===== src/pew_map.svh =====
`ifndef PEW_MAP_SVH
`define PEW_MAP_SVH
`define PEW_CLK_MHZ            25
`define PEW_LOAD_GAP_MIN_NS    200
`define PEW_LOAD_GAP_MAX_US    150
`define PEW_PROG_MAX_MS        10
`define PEW_ERASE_MAX_MS       20
`define PEW_PWRUP_WRITE_MS     5
`define PEW_PWRUP_READ_US      100
`define PEW_STROBE_NS          200
`define PEW_CE_SETUP_US        1
`define PEW_GAP_MIN_CYC  ((`PEW_LOAD_GAP_MIN_NS*`PEW_CLK_MHZ+999)/1000)
`define PEW_GAP_MAX_CYC  (`PEW_LOAD_GAP_MAX_US*`PEW_CLK_MHZ)
`define PEW_PROG_CYC     (`PEW_PROG_MAX_MS*1000*`PEW_CLK_MHZ)
`define PEW_ERASE_CYC    (`PEW_ERASE_MAX_MS*1000*`PEW_CLK_MHZ)
`define PEW_PWRUP_W_CYC  (`PEW_PWRUP_WRITE_MS*1000*`PEW_CLK_MHZ)
`define PEW_PWRUP_R_CYC  (`PEW_PWRUP_READ_US*`PEW_CLK_MHZ)
`define PEW_STROBE_CYC   ((`PEW_STROBE_NS*`PEW_CLK_MHZ+999)/1000)
`define PEW_CE_SETUP_CYC (`PEW_CE_SETUP_US*`PEW_CLK_MHZ)
`define PEW_ERASE_STEPS  6
`define PEW_PAGE_LSB     6
`endif


===== src/pew_pkg.sv =====
package pew_pkg;
  typedef enum logic [6:0] {
    PEW_IDLE  = 7'h01,
    PEW_SETUP = 7'h02,
    PEW_STRB  = 7'h04,
    PEW_GAP   = 7'h08,
    PEW_PROG  = 7'h10,
    PEW_READ  = 7'h20,
    PEW_PWRUP = 7'h40
  } pew_state_t;
  typedef struct packed {
    logic [14:0] addr;
    logic [7:0]  data;
  } pew_load_t;
  typedef struct packed {
    logic ce_n;
    logic oe_n;
    logic we_n;
  } pew_strobe_t;
endpackage


===== src/pew_host.sv =====
`timescale 1ns/10ps
`include "pew_map.svh"
module pew_host #(
  parameter int unsigned PROG_CYC  = `PEW_PROG_CYC,
  parameter int unsigned ERASE_CYC = `PEW_ERASE_CYC,
  parameter int unsigned PWRUP_W   = `PEW_PWRUP_W_CYC,
  parameter int unsigned GAP_MAX   = `PEW_GAP_MAX_CYC,
  parameter int unsigned PWRUP_R   = `PEW_PWRUP_R_CYC,
  parameter logic [14:0] ERASE_ADDR [6] = '{15'h0000, 15'h0000, 15'h0000,
                                            15'h0000, 15'h0000, 15'h0000},
  parameter logic [7:0]  ERASE_DATA [6] = '{8'h00, 8'h00, 8'h00,
                                            8'h00, 8'h00, 8'h00}
) (
  // Clock and reset
  input  wire logic               i_clk,
  input  wire logic               i_reset_n,
  // Command side
  input  wire logic               i_load_valid,
  input  wire pew_pkg::pew_load_t i_load,
  input  wire logic               i_load_last,
  input  wire logic               i_read_valid,
  input  wire logic [14:0]        i_read_addr,
  input  wire logic               i_erase_start,
  output logic                    o_load_ready,
  output logic                    o_read_ready,
  output logic                    o_erase_ready,
  output logic                    o_read_done,
  output logic [7:0]              o_read_data,
  output logic                    o_busy,
  output logic                    o_page_error,
  // Memory pins
  output pew_pkg::pew_strobe_t    o_strobe,
  output logic [14:0]             o_addr,
  output logic [7:0]              o_dq_out,
  output logic                    o_dq_oe_n,
  input  wire logic [7:0]         i_dq_in
);
  localparam int unsigned GAP_MIN = `PEW_GAP_MIN_CYC;
  localparam int unsigned STRB    = `PEW_STROBE_CYC;
  localparam int unsigned SETUP   = `PEW_CE_SETUP_CYC;
  localparam int unsigned NSTEP   = `PEW_ERASE_STEPS;

  pew_pkg::pew_state_t state_q;
  logic [31:0] cnt_q;
  logic [31:0] gap_q;
  logic        pwr_r_ok_q;
  logic        loading_q;
  logic        erase_q;
  logic [2:0]  step_q;
  logic        last_q;
  logic [8:0]  page_q;
  logic [7:0]  sync1_q;
  logic [7:0]  sync2_q;
  logic [7:0]  sync3_q;
  logic [7:0]  dq_hold_q;

  function automatic logic [8:0] page_of(input logic [14:0] a);
    page_of = a[14:`PEW_PAGE_LSB];
  endfunction

  wire idle     = state_q == pew_pkg::PEW_IDLE;
  // Loads only at least GAP_MIN after the previous one, and not at the
  // expiry edge, where the page closes and a load would be lost
  wire gap_open = state_q == pew_pkg::PEW_GAP && gap_q >= GAP_MIN &&
                  gap_q < GAP_MAX;
  assign o_load_ready  = (idle || gap_open) && !erase_q;
  assign o_read_ready  = idle && pwr_r_ok_q;
  assign o_erase_ready = idle && !loading_q;
  assign o_busy        = !idle;

  // Three-stage sync of the returning data bus
  always_ff @(posedge i_clk or negedge i_reset_n) begin
    if (!i_reset_n) begin
      sync1_q <= 8'h00;
      sync2_q <= 8'h00;
      sync3_q <= 8'h00;
      dq_hold_q <= 8'h00;
    end else begin
      sync1_q <= i_dq_in;
      sync2_q <= sync1_q;
      sync3_q <= sync2_q;
      // Bus value counts only once the last two stages agree
      if (sync2_q == sync3_q)
        dq_hold_q <= sync3_q;
    end
  end

  // Main sequencer
  always_ff @(posedge i_clk or negedge i_reset_n) begin
    if (!i_reset_n) begin
      state_q      <= pew_pkg::PEW_PWRUP;
      cnt_q        <= 32'h0000_0000;
      gap_q        <= 32'h0000_0000;
      pwr_r_ok_q   <= 1'b0;
      loading_q    <= 1'b0;
      erase_q      <= 1'b0;
      step_q       <= 3'h0;
      last_q       <= 1'b0;
      page_q       <= 9'h000;
      o_strobe     <= 3'h7;
      o_addr       <= 15'h0000;
      o_dq_out     <= 8'h00;
      o_dq_oe_n    <= 1'b1;
      o_read_done  <= 1'b0;
      o_read_data  <= 8'h00;
      o_page_error <= 1'b0;
    end else begin
      o_read_done  <= 1'b0;
      o_page_error <= 1'b0;
      cnt_q <= cnt_q + 32'h0000_0001;
      if (state_q == pew_pkg::PEW_GAP)
        gap_q <= gap_q + 32'h0000_0001;
      unique case (state_q)
        pew_pkg::PEW_PWRUP: begin
          if (cnt_q >= PWRUP_R)
            pwr_r_ok_q <= 1'b1;
          if (cnt_q >= PWRUP_W) begin
            state_q <= pew_pkg::PEW_IDLE;
          end
        end
        pew_pkg::PEW_IDLE, pew_pkg::PEW_GAP: begin
          if (state_q == pew_pkg::PEW_GAP && gap_q >= GAP_MAX) begin
            // Gap expired: device starts programming on its own
            state_q   <= pew_pkg::PEW_PROG;
            loading_q <= 1'b0;
            cnt_q     <= 32'h0000_0000;
          end else if (o_erase_ready && i_erase_start) begin
            erase_q <= 1'b1;
            step_q  <= 3'h0;
            state_q <= pew_pkg::PEW_SETUP;
            o_addr  <= ERASE_ADDR[0];
            o_dq_out <= ERASE_DATA[0];
            o_strobe <= 3'h3; // CE low first
            cnt_q   <= 32'h0000_0000;
          end else if (erase_q && state_q == pew_pkg::PEW_GAP) begin
            if (gap_q >= GAP_MIN) begin
              state_q  <= pew_pkg::PEW_SETUP;
              o_addr   <= ERASE_ADDR[step_q];
              o_dq_out <= ERASE_DATA[step_q];
              o_strobe <= 3'h3;
              cnt_q    <= 32'h0000_0000;
            end
          end else if (o_load_ready && i_load_valid) begin
            // Page address locked on first load of a page
            if (loading_q && page_of(i_load.addr) != page_q) begin
              o_page_error <= 1'b1;
            end else begin
              page_q   <= page_of(i_load.addr);
              loading_q <= 1'b1;
              last_q   <= i_load_last;
              o_addr   <= i_load.addr;
              o_dq_out <= i_load.data;
              o_strobe <= 3'h3;
              state_q  <= pew_pkg::PEW_SETUP;
              cnt_q    <= 32'h0000_0000;
            end
          end else if (idle && o_read_ready && i_read_valid) begin
            o_addr   <= i_read_addr;
            o_strobe <= 3'h1;
            state_q  <= pew_pkg::PEW_READ;
            cnt_q    <= 32'h0000_0000;
          end
        end
        pew_pkg::PEW_SETUP: begin
          // Drive bus while OE high, CE low, then drop WE
          o_dq_oe_n <= 1'b0;
          if (cnt_q >= SETUP) begin
            o_strobe <= 3'h2;
            state_q  <= pew_pkg::PEW_STRB;
            cnt_q    <= 32'h0000_0000;
          end
        end
        pew_pkg::PEW_STRB: begin
          if (cnt_q >= STRB) begin
            // WE rises first, data latched; OE stays high
            o_strobe <= 3'h3;
            state_q  <= pew_pkg::PEW_GAP;
            gap_q    <= 32'h0000_0000;
            cnt_q    <= 32'h0000_0000;
            if (erase_q) begin
              step_q <= step_q + 3'h1;
              if (step_q == 3'(NSTEP - 1)) begin
                state_q <= pew_pkg::PEW_PROG;
              end
            end else if (last_q) begin
              state_q   <= pew_pkg::PEW_PROG;
              loading_q <= 1'b0;
            end
          end
        end
        pew_pkg::PEW_PROG: begin
          // Pins parked, no loads until the self-timed cycle ends
          o_strobe  <= 3'h7;
          o_dq_oe_n <= 1'b1;
          // Last-load wait uses gap time too; full bound is safe
          if (erase_q ? cnt_q >= ERASE_CYC : cnt_q >= PROG_CYC) begin
            state_q <= pew_pkg::PEW_IDLE;
            erase_q <= 1'b0;
            cnt_q   <= 32'h0000_0000;
          end
        end
        pew_pkg::PEW_READ: begin
          o_dq_oe_n <= 1'b1;
          // Allow access time plus three sync stages
          if (cnt_q >= STRB + 3) begin
            o_read_data <= dq_hold_q;
            o_read_done <= 1'b1;
            o_strobe    <= 3'h7;
            state_q     <= pew_pkg::PEW_IDLE;
          end
        end
        default: state_q <= pew_pkg::PEW_IDLE;
      endcase
    end
  end
endmodule


===== config.mk =====
export PLATFORM = sky130hd
export DESIGN_NAME = pew_host
export DESIGN_NICKNAME = d
export VERILOG_FILES = /design/src/pew_pkg.sv /design/src/pew_host.sv
export VERILOG_INCLUDE_DIRS = /design/src
export SDC_FILE = /design/constraint.sdc
export NUM_CORES = 1
export LEC_CHECK = 0
export ABC_AREA = 1
export BUFFER_PORTS_ARGS = -buffer_cell sky130_fd_sc_hd__buf_2
export CELL_PAD_IN_SITES_DETAIL_PLACEMENT = 0
export CELL_PAD_IN_SITES_GLOBAL_PLACEMENT = 2
export CORE_MARGIN = 2
export CORE_UTILIZATION = 38
export DETAILED_ROUTE_END_ITERATION = 7
export HOLD_SLACK_MARGIN = 0.05
export PLACE_DENSITY_LB_ADDON = 0.3
export SYNTH_ARGS = -nofsm -noshare
export SYNTH_HDL_FRONTEND = slang
export SYNTH_SLANG_ARGS = --single-unit

===== constraint.sdc =====
create_clock -name i_clk -period 3.36 [get_ports i_clk]
set_input_delay 0.672 -clock i_clk [delete_from_list [all_inputs] [get_ports i_clk]]
set_output_delay 0.672 -clock i_clk [all_outputs]
set_load 0.02 [all_outputs]

Yosys cells after proc, flatten, opt, wreduce, memory -nomap -nowiden. Memories as Yosys holds them, arrays and structs flattened. Index checks and enable logic that the tools add are counted.

Bitwise gates (word level): 5. Reduce and logical (&&, ||, !) cells: 34. Order comparisons: 11. Mux-type cells: 84. Equality and inequality tests: 33. Add/sub/neg operators: 3.

Operator list (count): $mux 32 (13); $pmux 32 s4 (1); $mux 15 (8); $mux 7 (13); $add 32x1->32 const B (2); $ge 32x12->1 const B (2); $ge 32x3->1 const B (2); $mux 8 (7); $mux 3 (14); $pmux 7 s6 (1); $ge 32x17->1 const B (1); $ge 32x18->1 const B (1); $ge 32x19->1 const B (1); $ge 32x4->1 const B (1); $ge 32x5->1 const B (1); $lt 32x12->1 const B (1); $reduce_and 8->1 (3); $mux 1 (20); $ne 2x2->1 const B (10); $ne 3x3->1 const B (6); $ne 5x5->1 const B (3); $pmux 3 s5 (1); $reduce_and 5->1 (3); $logic_and 1x1->1 (12); 29 further kinds (43).

Output and inout port bits: 41. Input bits: 52. Logic and storage cells: 194. Memory bits (read-only): 184. Memories: 2. Bits in registers: 156.

Memory list: (no name shown) (words 8, width 15, rd ports 1, clocked after memory_dff 0, wr ports 0, RTL line pew_host.sv:138) `o_addr <= ERASE_ADDR[step_q];`; (no name shown) (words 8, width 8, rd ports 1, clocked after memory_dff 0, wr ports 0, RTL line pew_host.sv:139) `o_dq_out <= ERASE_DATA[step_q];`.

Longest topological paths before layout.
Depth after elaboration: 11. Mapped depth: 17. Gate-level depth less buffers: 16.

Worst setup path before layout. Ideal clock, no wire load.

Path type: register to register. Start point: reg state_q[2]. End point: reg o_addr[3]. Period minus slack after synthesis: 2113 ps. Setup time: 121 ps. Required time: 3239 ps. Arrival: 1992 ps. Setup slack: 1247 ps. Path buffers: 2. Cell stages (with the launch flop): 13. Path through: dfrtp_1 -> nor2_2 -> nand3_1 -> nor2_2 -> inv_2 -> nor2_1 -> nand2_1 -> nand3_1 -> nand3_2 -> buf_6 -> buf_6 -> nand2_1 -> o21ai_1.

Elaborated cells on any way between the ends: 23. Classes of those cells: eq/ne (4); mux (3); bitwise (1); reduce/logical (15).

RTL lines: start: declaration (RTL line pew_host.sv:43) `pew_pkg::pew_state_t state_q;`; start signal: assignment (RTL line pew_host.sv:91) `state_q <= pew_pkg::PEW_PWRUP;`; start signal: assignment (RTL line pew_host.sv:118) `state_q <= pew_pkg::PEW_IDLE;`; start signal: assignment (RTL line pew_host.sv:124) `state_q <= pew_pkg::PEW_PROG;`; $eq 7x1->1 (RTL line pew_host.sv:61) `wire idle = state_q == pew_pkg::PEW_IDLE;`; $logic_and 1x1->1 (RTL line pew_host.sv:67) `assign o_read_ready = idle && pwr_r_ok_q;`; named net o_read_ready (RTL line pew_host.sv:25) `output logic o_read_ready,`; $logic_and 1x1->1 (2 in a row) (RTL line pew_host.sv:157) `end else if (idle && o_read_ready && i_read_valid) begin`; $reduce_bool 4->1 (no source line); $reduce_and 5->1 (no source line); end signal: assignment (RTL line pew_host.sv:138); end signal: assignment (RTL line pew_host.sv:151) `o_addr <= i_load.addr;`; end signal: assignment (RTL line pew_host.sv:158) `o_addr <= i_read_addr;`; end: declaration (RTL line pew_host.sv:33) `output logic [14:0] o_addr,`.

The timed path passes the listed nets, and every way through them passes these cells. A chain may end at the register's enable or synchronous reset.

Worst setup path after layout.
Start point: reg gap_q[0]. End point: out o_load_ready.

Cells in the longest elaborated chain, start to end: 5. Elaborated cells on any way between the ends: 6. Classes of those cells: order compare (2); reduce/logical (4).

RTL lines: start: declaration (RTL line pew_host.sv:45) `logic [31:0] gap_q;`; start signal: assignment (RTL line pew_host.sv:112) `gap_q <= gap_q + 32'h0000_0001;`; $ge 32x3->1 (RTL line pew_host.sv:64) `wire gap_open = state_q == pew_pkg::PEW_GAP && gap_q >= GAP_MIN &&`; $logic_and 1x1->1 (RTL line pew_host.sv:64); $logic_and 1x1->1 (*) (RTL line pew_host.sv:64); $logic_or 1x1->1 (*) (RTL line pew_host.sv:66) `assign o_load_ready = (idle || gap_open) && !erase_q;`; $logic_and 1x1->1 (*) (RTL line pew_host.sv:66); end: declaration (RTL line pew_host.sv:24) `output logic o_load_ready,`.

Mark *: on every way between the ends. The rest lies on a longest branch, timed or not.

==> results.txt <==
The layout cell share with drive strength beyond 1 came out at between 15 and 20%. The number of synthesis warnings came out at 0. The cell type of the slowest stage on the worst timing path is dfrtp_1. The worst-case setup margin in the final layout is approximately 0.44 ns. The number of buffers created by CTS came out at 17. After clock tree synthesis, the flow added hold-fix buffers numbering 0.

The floorplan row count came out at 54. The clock net sink count came out at around 160. The die span in y came out at approximately 150 um.

The worst setup path is of the flop to output pin kind. Measured in cells, the most critical reg-to-reg path has a length of 14. The effective utilization at floorplan is 38.3%. The aggregate negative setup slack came out at 0 ns. The combined buffer and inverter count along the critical path came out at 3. The cell that appears most often on the critical path is inv_1. The number of maximum-capacitance constraint violations came out at 0. The worst relative slew slack came out at between 50 and 60%.

The final critical path takes up between 80% and 90% of the cycle. The delay of the slowest cell on the worst path came out at 0.43 ns. After technology mapping, the gate count stands at just over 1000. The shortest clock period the worst path allows after layout is 2.92 ns. The register-to-register setup slack came out at 0.54 ns. The number of nets produced by synthesis is between 1000 and 1500.

The first global-routing pass estimated around 33000 um of wire. The hold violation count in the final report came out at 0. The post-synthesis area per instance is a little over 8 um2.

The average vias per placed instance is 4.79. STA classifies the critical path startpoint as a flop. The clock insertion delay at the later pin of the skew report is ~0.43 ns.

The synthesized design spends more area on one cell type than any other, namely dfrtp_1. The required time of the critical path is 2.69 ns. The critical path goes through inv_1 > ha_1 > inv_1 > o21ai_0 > nand3_1 > nor2_1 > nand2_1 > nand3_2 > a21oi_4 > buf_2. The number of ports placed on the die boundary came out at 93.

The total wire length after detailed routing came out at about 20000 um. The share of the yosys chip area belonging to registers is 47.2%. For this run, the share of the core covered by cells in the final layout is approximately 44%.

The number of antenna violations at the first check in global routing is 0. The per-cell routed wire length came out at around 14 um. The detail route stage leaves a number of antenna-violating nets equal to 0. By area the synthesized netlist is led by dfrtp_1 46%, nand2_1 9.6%, nor2_1 5.7%, inv_1 5.5%, xor2_1 5.2%. The combined area of all synthesized cells came out at approximately 8300 um2. The last weighted congestion value of the routability-driven placer came out at between 0.8 and 0.9.

The startpoint identified for the worst register-to-register timing path is gap_q[0]$_DFF_PN0_. The core region is 21600 um2. The leakage power total is around 4.8 nW. The share of the synthesized area in the top cell type is 45.6%.

In this run the worst hold path is classified as primary input to asynchronous set/reset pin. The flow ran to the end, and the final reports show no timing, DRC or antenna violations. The largest net degree at the start of global routing came out at 72.

The number of global-route vias before repair is roughly 6500. For the final database, setup skew stands at approximately 0.010 ns. The max-slew violation count is 0. The post-cts resize count came out at 0.

The layout-stage area growth over the synthesis result came out at 15.9%. The slew at the pin closest to its max-slew limit is around 0.71 ns. The clock tree from TritonCTS is done. The post-CTS setup repair buffer count is 0. The total overflow left after global routing is 0.

The clock passes through at most 2 buffers. After synthesis the netlist holds a flip-flop and latch count of approximately 160. The initial detailed-routing violation count came out at around 330.

The area of the die came out at between 20000 and 25000 um2. The HPWL after detailed placement came out at between 10000 and 15000 um. Dividing total power by cell area gives a power density of roughly 700 nW/um2. The maximum level of the CTS H-tree came out at 4.

The total global routing track utilization is between 15 and 20%. The number of antenna diodes in the final layout is 0. OpenSTA, run right after detailed placement, puts the worst setup slack at slightly below 0.5 ns. The count of endpoints failing setup in the final report came out at 0. The root buffer cell chosen for the clock tree is clkbuf_16. The post-layout net count came out at roughly 1200. Overall power consumption after layout is estimated at 6.70 mW. Fill cells in the final layout number 2248. In this run the critical register-to-register path is captured at cnt_q[1]$_DFF_PN0_. The overall die width is between 150 and 200 um.

The largest fanout of any net on the critical path is 10. The DRC violation count after routing came out at 0. The maximum resistive drop on vdd came out at 0.335 mV. The worst setup path is captured at an output pin. The maximum clock rate came out at roughly 0.34 GHz. The critical path arrival came out at roughly 2.2 ns.

Setup repair after global routing left no endpoint under its margin. The count of input and output buffers came out at between 90 and 100. The count of different cell masters after synthesis is 49. On the critical path the largest part of the delay comes from flip-flops.

For this block, the via count after detailed routing is between 6000 and 7000. The length of the first detailed-routing pass in iterations came out at 5. After clock tree synthesis, the clock-pin slew on the worst setup and hold paths is approximately 0.070 ns.
==> per-stage QoR <==
step                      cell area [um2]  hold WS, ns  std cells
after floorplan                      8280        0.331       1026
after global placement               9010        0.333       1376
after detailed placement             9010        0.335       1376
after CTS                            9600        0.240       1408
after global routing                 9600        0.244       1408
final                                9600        0.213       1408
==> worst max-delay path by stage <==
| stage | startpoint | to | depth (start not counted) |
|---|---|---|---|
| after floorplan | state_q[2]$_DFFE_PN0P_ | o_addr[3]$_DFFE_PN0P_ | 12 |
| after CTS | gap_q[0]$_DFF_PN0_ | o_load_ready | 10 |
| after global routing | gap_q[17]$_DFF_PN0_ | o_load_ready | 8 |
| after global placement | gap_q[0]$_DFF_PN0_ | cnt_q[1]$_DFF_PN0_ | 14 |
| after detailed placement | gap_q[0]$_DFF_PN0_ | cnt_q[1]$_DFF_PN0_ | 14 |
| final | gap_q[0]$_DFF_PN0_ | o_load_ready | 10 |
==> layout by cell type (no fill, tap or decap), types with 8 or more instances in the layout <==
cell type / Yosys / final
nand4_1: 22 / 22
inv_2: 9 / 9
nor2_1: 126 / 126
inv_1: 122 / 122
xor2_1: 49 / 49
a21oi_1: 51 / 51
o21ai_0: 37 / 37
dfrtp_1: 151 / 151
ha_1: 10 / 10
xnor2_1: 17 / 17
o21ai_1: 23 / 23
nand3_1: 68 / 68
buf_2: 15 / 91
nor3_1: 32 / 32
clkbuf_16: 0 / 17
nand2_2: 8 / 8
inv_8: 0 / 8
nand2_1: 211 / 211
==> state kept, by name (all words and copies together), names as in the netlist, 3 cells and up <==
name	flops
dq_hold_q	8
o_read_data	8
o_addr	15
sync1_q	8
o_dq_out	8
sync2_q	8
page_q	9
gap_q	32
o_strobe	3
sync3_q	8
state_q	7
step_q	3
cnt_q	32
==> synthesized netlist by cell type (all sizes together) <==
master  instances
nand2         220
dfrtp         151
nor2          137
inv           132
nand3          73
o21ai          60
a21oi          52
xor2           49
nor3           37
nand4          23
buf            22
xnor2          17
ha             10
o211ai          8
nor4            7
clkbuf          5
dfstp           5
nor3b           4
a21boi          2
nand3b          2
o21bai          2
or2             2
a211oi          1
a31oi           1
and2            1
o21a            1
o22ai           1
o31ai           1
==> cell families (layout without fill, tap and decap cells) <==
| logic type | after synthesis | in the layout | share of synthesized area, % |
|---|---|---|---|
| buf+inv | 159 | 261 | 7.78 |
| simple gates | 506 | 506 | 28.0 |
| flops | 156 | 156 | 47.2 |
| fa+ha+maj | 10 | 10 | 1.51 |
| xor+xnor | 66 | 66 | 6.98 |
| compound gates | 129 | 129 | 8.48 |
==> where the power goes <==
part	total (mW)	leakage (nW)	internal (mW)	switching, mW
Clock	1.93	0.289	1.01	0.929
Combinational	2.32	2.45	0.720	1.60
Sequential	2.45	2.05	2.23	0.219
==> area by class of cell <==
class	count	area, um2	share of cell area, %
inverters	132	498	5.19
repair buffers	97	517	5.38
clock buffers	17	425	4.43
multi-input cells	711	3730	38.9
flip-flops and latches	156	3910	40.7
clock inverters	15	165	1.72
well taps	280	350	3.65
==> per-layer routing <==
metal  part of all wire, %  track usage [%]  vias to the layer above
li1                      -                -                     3471
met2                    47             29.6                       98
met5                     0                0                        -
met4                   1.2             4.91                        0
met3                   2.5             3.05                       14
met1                    49             26.2                     3155
Power figures use the tool's default switching activity.
